$ cat config.mk
export PLATFORM = sky130hd
export DESIGN_NAME = isf_status_core
export DESIGN_NICKNAME = d
export VERILOG_FILES = /design/src/isf_pkg.sv /design/src/isf_link_if.sv /design/src/isf_sync.sv /design/src/isf_cond_det.sv /design/src/isf_status_core.sv
export VERILOG_INCLUDE_DIRS = /design/src
export SDC_FILE = /design/constraint.sdc
export NUM_CORES = 1
export LEC_CHECK = 0
export ABC_CLOCK_PERIOD_IN_PS = 2750
export BUFFER_PORTS_ARGS = -buffer_cell sky130_fd_sc_hd__clkbuf_2
export CORE_ASPECT_RATIO = 1.75
export CORE_MARGIN = 2
export CORE_UTILIZATION = 45
export CTS_CLUSTER_SIZE = 8
export DETAILED_ROUTE_END_ITERATION = 10
export GPL_TIMING_DRIVEN = 0
export PLACE_DENSITY = 0.67
export SLEW_MARGIN = 20
export SYNTH_ARGS = -nofsm -noshare
export SYNTH_HDL_FRONTEND = slang
export SYNTH_SLANG_ARGS = --single-unit
$ cat constraint.sdc
create_clock -name pclk -period 2.75 [get_ports pclk]
set_input_delay 0.1375 -clock pclk [delete_from_list [all_inputs] [get_ports pclk]]
set_output_delay 0.1375 -clock pclk [all_outputs]
set_load 0.01 [all_outputs]
$ cat src/isf_cfg.svh
// Purpose: offsets, field positions and reset values of the status block
// Assumes: APB byte addresses, one 32-bit word per register
// Notes:   included by bare name
`ifndef ISF_CFG_SVH
`define ISF_CFG_SVH

// --------------------------------------------------------------------
// register byte addresses
// --------------------------------------------------------------------
`define ISF_OFF_STAT   8'h00
`define ISF_OFF_RXD    8'h04
`define ISF_OFF_TXD    8'h08
`define ISF_OFF_CTRL   8'h0c
`define ISF_OFF_INTST  8'h10
`define ISF_OFF_INTMSK 8'h14

// --------------------------------------------------------------------
// fields
// --------------------------------------------------------------------
`define ISF_BIT_TXF    0
`define ISF_BIT_RXF    1
`define ISF_BIT_DIR    2
`define ISF_BIT_START  3
`define ISF_BIT_EN     0
`define ISF_CTRL_RST   8'ha0
`define ISF_TX_IDLE    8'hff
`define ISF_LAST_BIT   3'h7

// --------------------------------------------------------------------
// interrupt events
// --------------------------------------------------------------------
`define ISF_EV_W       6
`define ISF_EV_START   0
`define ISF_EV_STOP    1
`define ISF_EV_AMATCH  2
`define ISF_EV_RXB     3
`define ISF_EV_TXD     4
`define ISF_EV_OVR     5

`endif

$ cat src/isf_pkg.sv
// Purpose: types of the status block
// Assumes: isf_cfg.svh gives the widths
// Notes:   none
`include "isf_cfg.svh"

package isf_pkg;

  typedef enum logic [2:0] {
    ST_IDLE, ST_ADDR, ST_AACK, ST_RX, ST_RACK, ST_TX, ST_TACK
  } isf_state_e;

  typedef struct packed {
    logic [1:0] s1;
    logic [1:0] s2;
  } isf_sync_s;

  typedef struct packed {
    logic scl_p;
    logic sda_p;
    logic scl_s;
    logic sda_s;
    logic scl_rise;
    logic scl_fall;
    logic start;
    logic stop;
  } isf_det_s;

  typedef struct packed {
    isf_state_e                st;
    logic [2:0]                cnt;
    logic [7:0]                sr;
    logic                      ph;
    logic                      ack_ok;
    logic                      start_f;
    logic                      dir_f;
    logic                      rx_full;
    logic                      tx_full;
    logic [7:0]                rx_data;
    logic [7:0]                tx_data;
    logic [7:0]                ctrl;
    logic [`ISF_EV_W-1:0]      int_st;
    logic [`ISF_EV_W-1:0]      int_msk;
    logic [31:0]               prdata;
    logic                      pready;
    logic                      pslverr;
    logic                      irq;
    logic                      sda_oe;
    logic                      sda_o;
  } isf_core_s;

endpackage : isf_pkg

$ cat src/isf_link_if.sv
// Purpose: sampled bus levels and bus events between detector and core
// Assumes: all signals on pclk
// Notes:   events are one-cycle pulses
`timescale 1ns/1ps
`default_nettype none

interface isf_link_if;
  logic scl_s;
  logic sda_s;
  logic scl_rise;
  logic scl_fall;
  logic start;
  logic stop;
  modport det  (output scl_s, sda_s, scl_rise, scl_fall, start, stop);
  modport core (input  scl_s, sda_s, scl_rise, scl_fall, start, stop);
endinterface : isf_link_if

`default_nettype wire

$ cat src/isf_sync.sv
// Purpose: two-stage synchroniser for the clock and data pins
// Assumes: pins are asynchronous to pclk
// Notes:   first stage feeds only the second
`timescale 1ns/1ps
`default_nettype none

module isf_sync (
  input  wire logic       pclk,
  input  wire logic       presetn,
  input  wire logic [1:0] pin_in,
  output var  logic [1:0] pin_out
);
  isf_pkg::isf_sync_s q;
  isf_pkg::isf_sync_s n;

  always_comb begin
    n    = q;
    n.s1 = pin_in;
    n.s2 = q.s1;
  end

  always_ff @(posedge pclk or negedge presetn) begin
    if (!presetn) begin
      q <= '1;
    end else begin
      q <= n;
    end
  end

  assign pin_out = q.s2;
endmodule : isf_sync

`default_nettype wire

$ cat src/isf_cond_det.sv
// Purpose: finds clock edges, start and stop conditions
// Assumes: inputs already synchronised
// Notes:   events lag the pins by three pclk cycles
`timescale 1ns/1ps
`default_nettype none

module isf_cond_det (
  input  wire logic    pclk,
  input  wire logic    presetn,
  input  wire logic    scl_in,
  input  wire logic    sda_in,
  isf_link_if.det      lk
);
  isf_pkg::isf_det_s q;
  isf_pkg::isf_det_s n;

  always_comb begin
    n          = q;
    n.scl_p    = scl_in;
    n.sda_p    = sda_in;
    n.scl_s    = scl_in;
    n.sda_s    = sda_in;
    n.scl_rise = scl_in & ~q.scl_p;
    n.scl_fall = ~scl_in & q.scl_p;
    // data edge while clock stays high
    n.start    = scl_in & q.scl_p & q.sda_p & ~sda_in;
    n.stop     = scl_in & q.scl_p & ~q.sda_p & sda_in;
  end

  always_ff @(posedge pclk or negedge presetn) begin
    if (!presetn) begin
      q <= '{scl_p: 1'b1, sda_p: 1'b1, scl_s: 1'b1, sda_s: 1'b1,
             default: 1'b0};
    end else begin
      q <= n;
    end
  end

  assign lk.scl_s    = q.scl_s;
  assign lk.sda_s    = q.sda_s;
  assign lk.scl_rise = q.scl_rise;
  assign lk.scl_fall = q.scl_fall;
  assign lk.start    = q.start;
  assign lk.stop     = q.stop;
endmodule : isf_cond_det

`default_nettype wire

$ cat src/isf_status_core.sv
// Purpose: two-wire slave port with start, direction and buffer flags
// Assumes: APB master on pclk, bus pins asynchronous
// Notes:   no clock stretching; scl is input only
`include "isf_cfg.svh"
`timescale 1ns/1ps
`default_nettype none

module isf_status_core (
  input  wire logic        pclk,
  input  wire logic        presetn,
  input  wire logic        psel,
  input  wire logic        penable,
  input  wire logic        pwrite,
  input  wire logic [7:0]  paddr,
  input  wire logic [31:0] pwdata,
  input  wire logic [3:0]  pstrb,
  output var  logic [31:0] prdata,
  output var  logic        pready,
  output var  logic        pslverr,
  output var  logic        irq,
  input  wire logic        scl_i,
  input  wire logic        sda_i,
  output var  logic        sda_o,
  output var  logic        sda_oe
);

  // ------------------------------------------------------------------
  // pin sampling and condition detection
  // ------------------------------------------------------------------
  logic [1:0] pins_s;

  isf_link_if lk ();

  isf_sync u_sync (
    .pclk    (pclk),
    .presetn (presetn),
    .pin_in  ({scl_i, sda_i}),
    .pin_out (pins_s)
  );

  isf_cond_det u_det (
    .pclk    (pclk),
    .presetn (presetn),
    .scl_in  (pins_s[1]),
    .sda_in  (pins_s[0]),
    .lk      (lk)
  );

  // ------------------------------------------------------------------
  // helpers
  // ------------------------------------------------------------------
  function automatic logic isf_hit(input logic [7:0] a,
                                   input logic [7:0] off);
    isf_hit = (a == off);
  endfunction : isf_hit

  function automatic logic isf_mapped(input logic [7:0] a);
    isf_mapped = isf_hit(a, `ISF_OFF_STAT)  | isf_hit(a, `ISF_OFF_RXD)   |
                 isf_hit(a, `ISF_OFF_TXD)   | isf_hit(a, `ISF_OFF_CTRL)  |
                 isf_hit(a, `ISF_OFF_INTST) | isf_hit(a, `ISF_OFF_INTMSK);
  endfunction : isf_mapped

  isf_pkg::isf_core_s q;
  isf_pkg::isf_core_s n;

  logic                 setup;
  logic                 acc;
  logic                 wr;
  logic                 rd_rx;
  logic                 rd_int;
  logic                 rx_set;
  logic [7:0]           shifted;
  logic [7:0]           next_tx;
  logic [`ISF_EV_W-1:0] ev;
  logic [`ISF_EV_W-1:0] clr;

  // ------------------------------------------------------------------
  // next state
  // ------------------------------------------------------------------
  always_comb begin
    n       = q;
    ev      = '0;
    clr     = '0;
    rx_set  = 1'b0;
    setup   = psel & ~penable;
    acc     = psel & penable & q.pready;
    wr      = acc & pwrite & ~q.pslverr & pstrb[0];
    rd_rx   = acc & ~pwrite & isf_hit(paddr, `ISF_OFF_RXD);
    rd_int  = acc & ~pwrite & isf_hit(paddr, `ISF_OFF_INTST);
    shifted = {q.sr[6:0], lk.sda_s};
    next_tx = q.tx_full ? q.tx_data : `ISF_TX_IDLE;

    // bus side
    if (lk.start) begin
      n.start_f = 1'b1;
      n.st      = isf_pkg::ST_ADDR;
      n.cnt     = '0;
      n.ph      = 1'b0;
      n.sda_oe  = 1'b0;
      ev[`ISF_EV_START] = 1'b1;
    end else if (lk.stop) begin
      n.start_f = 1'b0;
      n.st      = isf_pkg::ST_IDLE;
      n.sda_oe  = 1'b0;
      ev[`ISF_EV_STOP] = 1'b1;
    end else if (!q.ctrl[`ISF_BIT_EN]) begin
      n.st      = isf_pkg::ST_IDLE;
      n.sda_oe  = 1'b0;
    end else begin
      unique case (q.st)
        isf_pkg::ST_IDLE: begin
          n.sda_oe = 1'b0;
        end
        isf_pkg::ST_ADDR: begin
          if (lk.scl_rise) begin
            n.sr  = shifted;
            n.cnt = q.cnt + 3'h1;
            if (q.cnt == `ISF_LAST_BIT) begin
              if (shifted[7:1] == q.ctrl[7:1]) begin
                n.dir_f = shifted[0];
                n.st    = isf_pkg::ST_AACK;
                n.ph    = 1'b0;
                ev[`ISF_EV_AMATCH] = 1'b1;
              end else begin
                n.st = isf_pkg::ST_IDLE;
              end
            end
          end
        end
        isf_pkg::ST_AACK: begin
          if (lk.scl_fall && !q.ph) begin
            n.sda_oe = 1'b1;
            n.ph     = 1'b1;
          end else if (lk.scl_fall) begin
            n.ph  = 1'b0;
            n.cnt = '0;
            if (q.dir_f) begin
              n.sr     = next_tx;
              n.sda_oe = ~next_tx[7];
              n.st     = isf_pkg::ST_TX;
            end else begin
              n.sda_oe = 1'b0;
              n.st     = isf_pkg::ST_RX;
            end
          end
        end
        isf_pkg::ST_RX: begin
          if (lk.scl_rise) begin
            n.sr  = shifted;
            n.cnt = q.cnt + 3'h1;
            if (q.cnt == `ISF_LAST_BIT) begin
              n.st = isf_pkg::ST_RACK;
              n.ph = 1'b0;
              if (q.rx_full) begin
                n.ack_ok = 1'b0;
                ev[`ISF_EV_OVR] = 1'b1;
              end else begin
                n.ack_ok  = 1'b1;
                n.rx_data = shifted;
                rx_set    = 1'b1;
                ev[`ISF_EV_RXB] = 1'b1;
              end
            end
          end
        end
        isf_pkg::ST_RACK: begin
          if (lk.scl_fall && !q.ph) begin
            n.sda_oe = q.ack_ok;
            n.ph     = 1'b1;
          end else if (lk.scl_fall) begin
            n.sda_oe = 1'b0;
            n.ph     = 1'b0;
            n.cnt    = '0;
            n.st     = isf_pkg::ST_RX;
          end
        end
        isf_pkg::ST_TX: begin
          if (lk.scl_rise) begin
            n.cnt = q.cnt + 3'h1;
            if (q.cnt == `ISF_LAST_BIT) begin
              n.st = isf_pkg::ST_TACK;
              n.ph = 1'b0;
            end
          end else if (lk.scl_fall) begin
            n.sr     = {q.sr[6:0], 1'b0};
            n.sda_oe = ~q.sr[6];
          end
        end
        isf_pkg::ST_TACK: begin
          if (lk.scl_fall && !q.ph) begin
            n.sda_oe  = 1'b0;
            n.tx_full = 1'b0;
            n.ph      = 1'b1;
            ev[`ISF_EV_TXD] = 1'b1;
          end else if (lk.scl_rise && q.ph) begin
            n.ack_ok = ~lk.sda_s;
          end else if (lk.scl_fall) begin
            n.ph  = 1'b0;
            n.cnt = '0;
            if (q.ack_ok) begin
              n.sr     = next_tx;
              n.sda_oe = ~next_tx[7];
              n.st     = isf_pkg::ST_TX;
            end else begin
              n.st     = isf_pkg::ST_IDLE;
            end
          end
        end
      endcase
    end

    // register side
    n.pready = setup;
    if (setup) begin
      n.pslverr = ~isf_mapped(paddr);
      n.prdata  = '0;
      if (isf_hit(paddr, `ISF_OFF_STAT)) begin
        n.prdata[`ISF_BIT_START] = q.start_f;
        n.prdata[`ISF_BIT_DIR]   = q.dir_f;
        n.prdata[`ISF_BIT_RXF]   = q.rx_full;
        n.prdata[`ISF_BIT_TXF]   = q.tx_full;
      end else if (isf_hit(paddr, `ISF_OFF_RXD)) begin
        n.prdata[7:0] = q.rx_data;
      end else if (isf_hit(paddr, `ISF_OFF_TXD)) begin
        n.prdata[7:0] = q.tx_data;
      end else if (isf_hit(paddr, `ISF_OFF_CTRL)) begin
        n.prdata[7:0] = q.ctrl;
      end else if (isf_hit(paddr, `ISF_OFF_INTST)) begin
        n.prdata[`ISF_EV_W-1:0] = q.int_st;
      end else if (isf_hit(paddr, `ISF_OFF_INTMSK)) begin
        n.prdata[`ISF_EV_W-1:0] = q.int_msk;
      end
    end

    // status word has no write path
    if (wr && isf_hit(paddr, `ISF_OFF_TXD)) begin
      n.tx_data = pwdata[7:0];
      n.tx_full = 1'b1;
    end
    if (wr && isf_hit(paddr, `ISF_OFF_CTRL)) begin
      n.ctrl = pwdata[7:0];
    end
    if (wr && isf_hit(paddr, `ISF_OFF_INTMSK)) begin
      n.int_msk = pwdata[`ISF_EV_W-1:0];
    end
    // a fresh byte in the same cycle keeps the flag set
    if (rd_rx) begin
      n.rx_full = rx_set;
    end else if (rx_set) begin
      n.rx_full = 1'b1;
    end
    // only bits actually returned are cleared
    if (rd_int) begin
      clr = q.prdata[`ISF_EV_W-1:0];
    end
    n.int_st = (q.int_st & ~clr) | ev;
    n.irq    = |(n.int_st & n.int_msk);
    n.sda_o  = 1'b0;
  end

  // ------------------------------------------------------------------
  // state register
  // ------------------------------------------------------------------
  always_ff @(posedge pclk or negedge presetn) begin
    if (!presetn) begin
      q <= '{st: isf_pkg::ST_IDLE, ctrl: `ISF_CTRL_RST, default: '0};
    end else begin
      q <= n;
    end
  end

  assign prdata  = q.prdata;
  assign pready  = q.pready;
  assign pslverr = q.pslverr;
  assign irq     = q.irq;
  assign sda_o   = q.sda_o;
  assign sda_oe  = q.sda_oe;

endmodule : isf_status_core

`default_nettype wire

==> out/qor.csv, run 1 <==
stage,metric,value,unit
timing,hold_violations,0,
clock_network,cts_sinks,77,
timing,max_freq,0.401,GHz
floorplan,core,9040,µm²
cells_and_area,drive_above_1_share,32.1,%
detailed_routing,dr.pass1.iters,5,
worst_setup_path,worstSetupPathType,flop to flop,
clock_network,hold_buffers,3,
floorplan,dieArea,10000,µm²
cells_and_area,fill_cells,806,
detailed_routing,wire_per_inst,18.1,µm
synth,mappedNetlistArea,4150,µm²
timing,period_needed,2.50,ns
synth,synth_edf_count,0,
synth,ys_warn_count,0,
placement,gp_congestion,0.891,
pwr,leakage,2.37,nW
worst_setup_path,worstPathArrival,2.70,ns
pwr,power_density,519,nW/µm²
worst_hold_path,hp-start,pwdata[6],
job,cap_violations,0,
synth,synth.distinct_cells,59,
synth,synth-seq-cells,77,
synth,yosysSeqAreaShare,46.7,%
clock_network,postCtsSetupBuffers,0,
clock_network,cts-root-buf,clkbuf_16,
clock_network,htree_levels,3,
clock_network,clkSlewWorstSetupHoldPaths,0.06,ns
clock_network,numCtsBuffers,9,
global_route,grt_start_max_net_pins,48,
floorplan,die_h,131,µm
timing,drv_slew,0,
status,status,"complete, no violations",
detailed_routing,vias_per_cell,5.40,
placement,hpwl,8.14,mm
global_route,grt_usage,22.0,%
placement,post-place-ws,0.269,ns
worst_hold_path,hp-class,input port to flop,
worst_setup_path,worstSetupStartpointType,flop,
cells_and_area,antenna_cells,0,
detailed_routing,vias,3175,
clock_network,cts_tree,built,
timing,max_slew_margin,38.9,%
worst_setup_path,worstPathMaxFanout,9,
clock_network,clock_latency,0.33,ns
floorplan,start_util,45.9,%
timing,setup_viol,0,
detailed_routing,ant_nets,0,
cells_and_area,nNetsFinal,516,
timing,rsz0062_at_grt,no,
clock_network,clockBufferDepth,2,
floorplan,pin_count,88,
cells_and_area,final_cell_mix,"dfrtp_1, mux2_2, clkbuf_2, buf_4, conb_1",
synth,synthArstFlopShare,100,%
timing,setup_ws,0.255,ns
floorplan,rows,46,
cells_and_area,area_growth,18.8,%
cells_and_area,final_common_cell,dfrtp_1,
global_route,overflow,0,
timing,worst_pin_slew,0.910,ns
timing,fin_setup_tns,0,ns
timing,period_share,90.7,%
worst_setup_path,required,2.96,ns
global_route,grt_pass1_wl,16.4,mm
global_route,grt_pass1_vias,3068,
synth,synth_ff_type,dfrtp_1,
worst_setup_path,worstSetupStartpoint,u_det.lk.start,
floorplan,die_w,76.6,µm
detailed_routing,wl,10.6,mm
clock_network,ctsResizeCount,0,
placement,port_buffers,35,
pwr,irDropWorstVdd,0.420,mV
cells_and_area,utilization,54.6,%
cells_and_area,multi_input_area,1930,µm²
synth,synth.avg_cell_area,10.7,µm²
timing,clock_skew,0.00506,ns
cells_and_area,seqCellArea,1940,µm²
detailed_routing,first_iter_violations,245,
worst_setup_path,timing.rr.start,u_det.lk.start,
synth,netlist_instances,389,
worst_setup_path,cp-end-kind,flop,
detailed_routing,drc,0,
global_route,antenna_found_initial,0,
-- area by class of cell --
class                   instances  share of cell area, %
multi-input cells             273                   39.2
well taps                     120                   3.05
inverters                      17                   1.29
clock inverters                 4                  0.964
plain buffers                  46                   6.22
flip-flops and latches         77                   39.3
clock buffers                  12                   5.20
repair buffers                 39                   4.77
-- logic make-up after synthesis --
kind of cell	after synthesis	share of synthesized area [%]
adders and majority gates	2	0.603
and+or+nand+nor	108	15.2
buffers and inverters	63	8.92
DFF	77	46.7
muxes	58	15.3
other	1	0.0904
AOI/OAI and AO/OA	73	11.8
xor gates and xnor gates	7	1.48
-- final timing paths --
path | end | depth (start not counted) | slack, ns
min | q[55] | 2 | 0.06
max reg2reg | q[79] | 4 | 0.25
min reg2reg | u_sync.pin_out[1] | 0 | 0.35
max | q[79] | 4 | 0.25
max in group asynchronous | q[54] | 3 | 1.77
min in group asynchronous | prdata[7] | 2 | 0.33
-- cell usage after synthesis, types with 3 or more instances --
cell type,number,area share [%]
dfrtp_1,69,42
mux2_2,43,12
buf_4,33,6.0
nand2_1,20,1.8
nor2_1,20,1.8
inv_1,17,1.5
a21oi_1,15,1.8
mux2i_1,15,3.6
o21ai_0,11,1.3
clkbuf_1,10,0.90
nand2b_1,10,1.5
o22ai_1,9,1.4
dfstp_2,8,5.1
nand3_1,8,0.96
nor2b_1,8,1.2
nor3_1,7,0.84
xnor2_1,7,1.5
a31oi_1,6,0.90
or2_2,5,0.75
nand3b_1,4,0.72
nand4_1,4,0.60
nand4b_1,4,0.84
o2bb2ai_1,4,0.84
a211oi_1,3,0.54
o31ai_1,3,0.54
-- critical path: stages, from the launching register on --
cell	delay (ns)
dfrtp_1	0.41
buf_6	0.15
nor3b_1	0.75
nand3_1	0.59
mux2_2	0.46
-- stage by stage --
stage          area, µm²  power (mW)  instances  hold WS (ns)
3_3_place_gp        4570        1.37        568         0.225
3_5_place_dp        4600        1.38        569         0.142
4_1_cts             4930        2.57        588        0.0554
2_1_floorplan       4240        1.30        413        -0.158
6_report            4930        2.56        588        0.0573
5_1_grt             4930        2.66        588        0.0622
-- power by group --
part           internal (mW)  switching, mW  total (mW)
Clock                  0.749          0.443        1.19
Combinational         0.0843          0.103       0.187
Sequential              1.16         0.0209        1.18
Total                   1.99          0.566        2.56
-- layer usage --
metal,vias to the layer above,GRT usage [%],routed length (µm)
met3,26,3.37,414
met2,117,40.8,5780
met1,1534,23.3,3940
met5,-,0,0
met4,0,14.2,478
li1,1498,-,-
-- registers in the layout (all words and copies together), names as in the netlist --
| signal | count |
|---|---|
| q | 55 |
| prdata | 8 |
| u_det.q | 2 |
| u_sync.n | 2 |
| u_sync.pin_out | 2 |
| irq | 1 |
| pready | 1 |
| pslverr | 1 |
| sda_oe | 1 |
| u_det.lk.scl_fall | 1 |
| u_det.lk.scl_rise | 1 |
| u_det.lk.start | 1 |
| u_det.lk.stop | 1 |
Note: power is estimated with default switching activity, not from simulation.
==> inputs of run 2 (changes only) <==
--- a/config.mk
+++ b/config.mk
@@ -6,6 +6,7 @@
 export SDC_FILE = /design/constraint.sdc
 export NUM_CORES = 1
 export LEC_CHECK = 0
+export ABC_AREA = 1
 export ABC_CLOCK_PERIOD_IN_PS = 2750
 export BUFFER_PORTS_ARGS = -buffer_cell sky130_fd_sc_hd__clkbuf_2
 export CORE_ASPECT_RATIO = 1.75
@@ -13,8 +14,7 @@
 export CORE_UTILIZATION = 45
 export CTS_CLUSTER_SIZE = 8
 export DETAILED_ROUTE_END_ITERATION = 10
-export GPL_TIMING_DRIVEN = 0
-export PLACE_DENSITY = 0.67
+export PLACE_DENSITY = 0.66
 export SLEW_MARGIN = 20
 export SYNTH_ARGS = -nofsm -noshare
 export SYNTH_HDL_FRONTEND = slang
==> run 2 against run 1 <==
The run now ends with negative hold slack left; sequential power is essentially flat; core utilization fell by 4.0 points; count of clock-buffer cells in the layout down 1; sequential share of layout area rose by 1.4 points; critical path type unchanged; critical endpoint is now irq.
==> out/qor.csv, run 2 <==
stage,metric,value,unit,change
clock_network,clkSlewWorstSetupHoldPaths,0.06,ns,about the same
synth,synth.distinct_cells,35,,was 59
clock_network,cts-root-buf,clkbuf_16,,unchanged
global_route,antenna_found_initial,0,,unchanged
detailed_routing,wire_per_inst,15.3,µm,was 18.1 µm
synth,ys_warn_count,0,,unchanged
global_route,grt_start_max_net_pins,78,,was 48
global_route,grt_usage,23.1,%,was 22.0%
clock_network,cts_sinks,77,,unchanged
detailed_routing,dr.pass1.iters,5,,unchanged
detailed_routing,vias,3779,,was 3175
worst_setup_path,worstPathMaxFanout,18,,was 9
detailed_routing,ant_nets,0,,unchanged
clock_network,postCtsSetupBuffers,0,,unchanged
pwr,p_total,2.48,mW,was 2.56 mW
worst_hold_path,hp-class,input port to async pin,,was input port to flop
cells_and_area,final_cell_mix,"nand2_1, dfrtp_1, inv_1, o21ai_0, nand3_1",,"was dfrtp_1, mux2_2, clkbuf_2, buf_4, conb_1"
pwr,leakage,2.40,nW,was 2.37 nW
cells_and_area,multi_input_area,1920,µm²,was 1930 µm²
cells_and_area,seqCellArea,1940,µm²,unchanged
cells_and_area,fill_cells,974,,was 806
synth,synth.top_cell.area_share,39.9,%,was 41.6%
placement,port_buffers,35,,unchanged
synth,mappedNetlistArea,4330,µm²,was 4150 µm²
synth,synthTopCellsByCount,"nand2_1, dfrtp_1, inv_1, o21ai_0, nand3_1",,"was dfrtp_1, mux2_2, buf_4, nand2_1, nor2_1"
worst_setup_path,worstSetupStartpointType,flop,,unchanged
timing,max_slew_margin,35.9,%,was 38.9%
timing,hold_violations,66,,was 0
worst_setup_path,worstSetupPathType,flop to flop,,unchanged
floorplan,die_w,78.1,µm,was 76.6 µm
timing,drv_slew,0,,unchanged
timing,rsz0062_at_grt,no,,unchanged
floorplan,dieArea,10400,µm²,was 10000 µm²
synth,yosysTopAreaCell,dfrtp_1,,unchanged
detailed_routing,wl,11.3,mm,was 10.6 mm
global_route,grt_pass1_wl,18.4,mm,was 16.4 mm
floorplan,start_util,46.0,%,was 45.9%
clock_network,htree_levels,3,,unchanged
timing,period_share,72.1,%,was 90.7%
status,violations,negative hold slack,,
cells_and_area,final_common_cell,nand2_1,,was dfrtp_1
global_route,grt_pass1_vias,3664,,was 3068
timing,setup_ws,0.767,ns,was 0.255 ns
timing,max_freq,0.504,GHz,was 0.401 GHz
synth,yosysSeqAreaShare,44.8,%,was 46.7%
synth,synth_edf_count,0,,unchanged
timing,fin_setup_tns,0,ns,unchanged
global_route,overflow,0,,unchanged
status,status,"finished, violations left",,"was complete, no violations"
floorplan,die_h,134,µm,was 131 µm
synth,synth.avg_cell_area,7.50,µm²,was 10.7 µm²
synth,synth_ff_type,dfrtp_1,,unchanged
synth,netlist_instances,577,,was 389
worst_setup_path,worstSetupStartpoint,q[90],,was u_det.lk.start
synth,synth-seq-cells,77,,unchanged
placement,gp_congestion,0.906,,was 0.891
timing,worst_pin_slew,0.962,ns,was 0.910 ns
detailed_routing,vias_per_cell,5.14,,was 5.40
detailed_routing,first_iter_violations,206,,was 245
clock_network,clockBufferDepth,2,,unchanged
floorplan,rows,47,,was 46
timing,period_needed,1.98,ns,was 2.50 ns
pwr,irDropWorstVdd,0.431,mV,was 0.420 mV
worst_setup_path,timing.rr.start,q[90],,was u_det.lk.start
cells_and_area,drive_above_1_share,13.9,%,was 32.1%
floorplan,core,9410,µm²,was 9040 µm²
cells_and_area,nNetsFinal,661,,was 516
pwr,power_density,521,nW/µm²,was 519 nW/µm²
detailed_routing,drc,0,,unchanged
cells_and_area,largest_register_ffs,55,,unchanged
job,cap_violations,0,,unchanged
timing,clock_skew,0.00758,ns,was 0.00506 ns
floorplan,pin_count,88,,unchanged
clock_network,numCtsBuffers,9,,unchanged
synth,synth.most_common_cell,nand2_1,,was dfrtp_1
synth,synthArstFlopShare,100,%,unchanged
worst_setup_path,worstPathArrival,2.26,ns,was 2.70 ns
timing,setup_viol,0,,unchanged
clock_network,cts_tree,built,,unchanged
placement,hpwl,8.55,mm,was 8.14 mm
placement,post-place-ws,0.817,ns,was 0.269 ns
timing,hold_slack,-0.0555,ns,was 0.0573 ns
worst_setup_path,cp-end-kind,flop,,unchanged
cells_and_area,area_growth,10.0,%,was 18.8%
synth,synth_area_leaders,"dfrtp_1, nand2_1, o21ai_0, buf_4, inv_1",,"was dfrtp_1, mux2_2, buf_4, dfstp_2, mux2i_1"
cells_and_area,antenna_cells,0,,unchanged
worst_setup_path,required,3.03,ns,was 2.96 ns
clock_network,clock_latency,0.34,ns,was 0.33 ns
cells_and_area,top_register,q,,unchanged
[run 2: cell count changes after synthesis, moves of 10 or more]
cell / change
inv_1: +46
mux2_2: -43
mux2i_1: -15
nand2_1: +160
nand2b_1: -10
nand3_1: +36
nor2_1: +21
o21ai_0: +44
[run 2: worst paths after layout]
check,to,slack (ns),cells past startpoint
max,irq,0.77,10
min,pready,-0.06,1
max reg2reg,irq,0.77,10
min reg2reg,u_sync.pin_out[0],0.35,0
max in group asynchronous,q[84],2.17,1
min in group pclk,q[56],0.04,3
[run 2: metrics by stage]
| stage | area (µm²) | util, % | cells | hold slack, ns |
|---|---|---|---|---|
| 4_1_cts | 4760 | 50.6 | 735 | 0.00396 |
| 3_3_place_gp | 4450 | 47.2 | 717 | 0.226 |
| 6_report | 4760 | 50.6 | 735 | -0.0555 |
| 2_1_floorplan | 4420 | - | 601 | -0.158 |
| 3_5_place_dp | 4450 | 47.2 | 717 | 0.227 |
| 5_1_grt | 4760 | 50.6 | 735 | 0.0230 |
[run 2: cell families (layout without fill, tap and decap cells)]
kind of cell | after synthesis | after routing | synth area share (%)
flops | 77 | 77 | 44.8
other cells | 1 | 25 | 0.0867
buf+inv | 109 | 121 | 13.0
fa+ha+maj | 2 | 2 | 0.578
compound gates | 85 | 85 | 10.5
simple gates | 299 | 299 | 30.2
xor+xnor | 4 | 4 | 0.810
[run 2: report_power, final]
part | switching (mW) | internal, mW | leakage, nW
combinational | 0.0993 | 0.0388 | 1.28
clock | 0.462 | 0.704 | 0.132
sequential | 0.0194 | 1.16 | 0.990
[run 2: repair_timing]
item / in CTS / in global routing
hold endpoints to repair: 2 / 0
hold buffers: 2 / 0
gates resized for setup: 0 / 0
[run 2: area by class of cell]
class                      count  share of cell area, %
inverter                      66                   5.21
clock buffer                  11                   4.89
clock inverter                 5                   1.29
multi-input combinational    415                   40.2
sequential                    77                   40.7
timing repair buffer          39                   4.47
tap                          122                   3.21
[run 2: routing by layer]
metal / global-route usage (%) / wire (µm)
met5: 0 / 0
met4: 10.2 / 339
met3: 3.93 / 363
met2: 41.8 / 6310
met1: 26.3 / 4270
[run 2: critical path: stages, from the launching register on]
cell,delay (ns)
dfrtp_1,0.56
nand2_1,0.14
nor2_2,0.14
inv_1,0.13
nor2_2,0.17
nand3_2,0.34
nand2_1,0.21
nand2_1,0.07
nand2_1,0.07
nor2_1,0.05
nand2_1,0.05
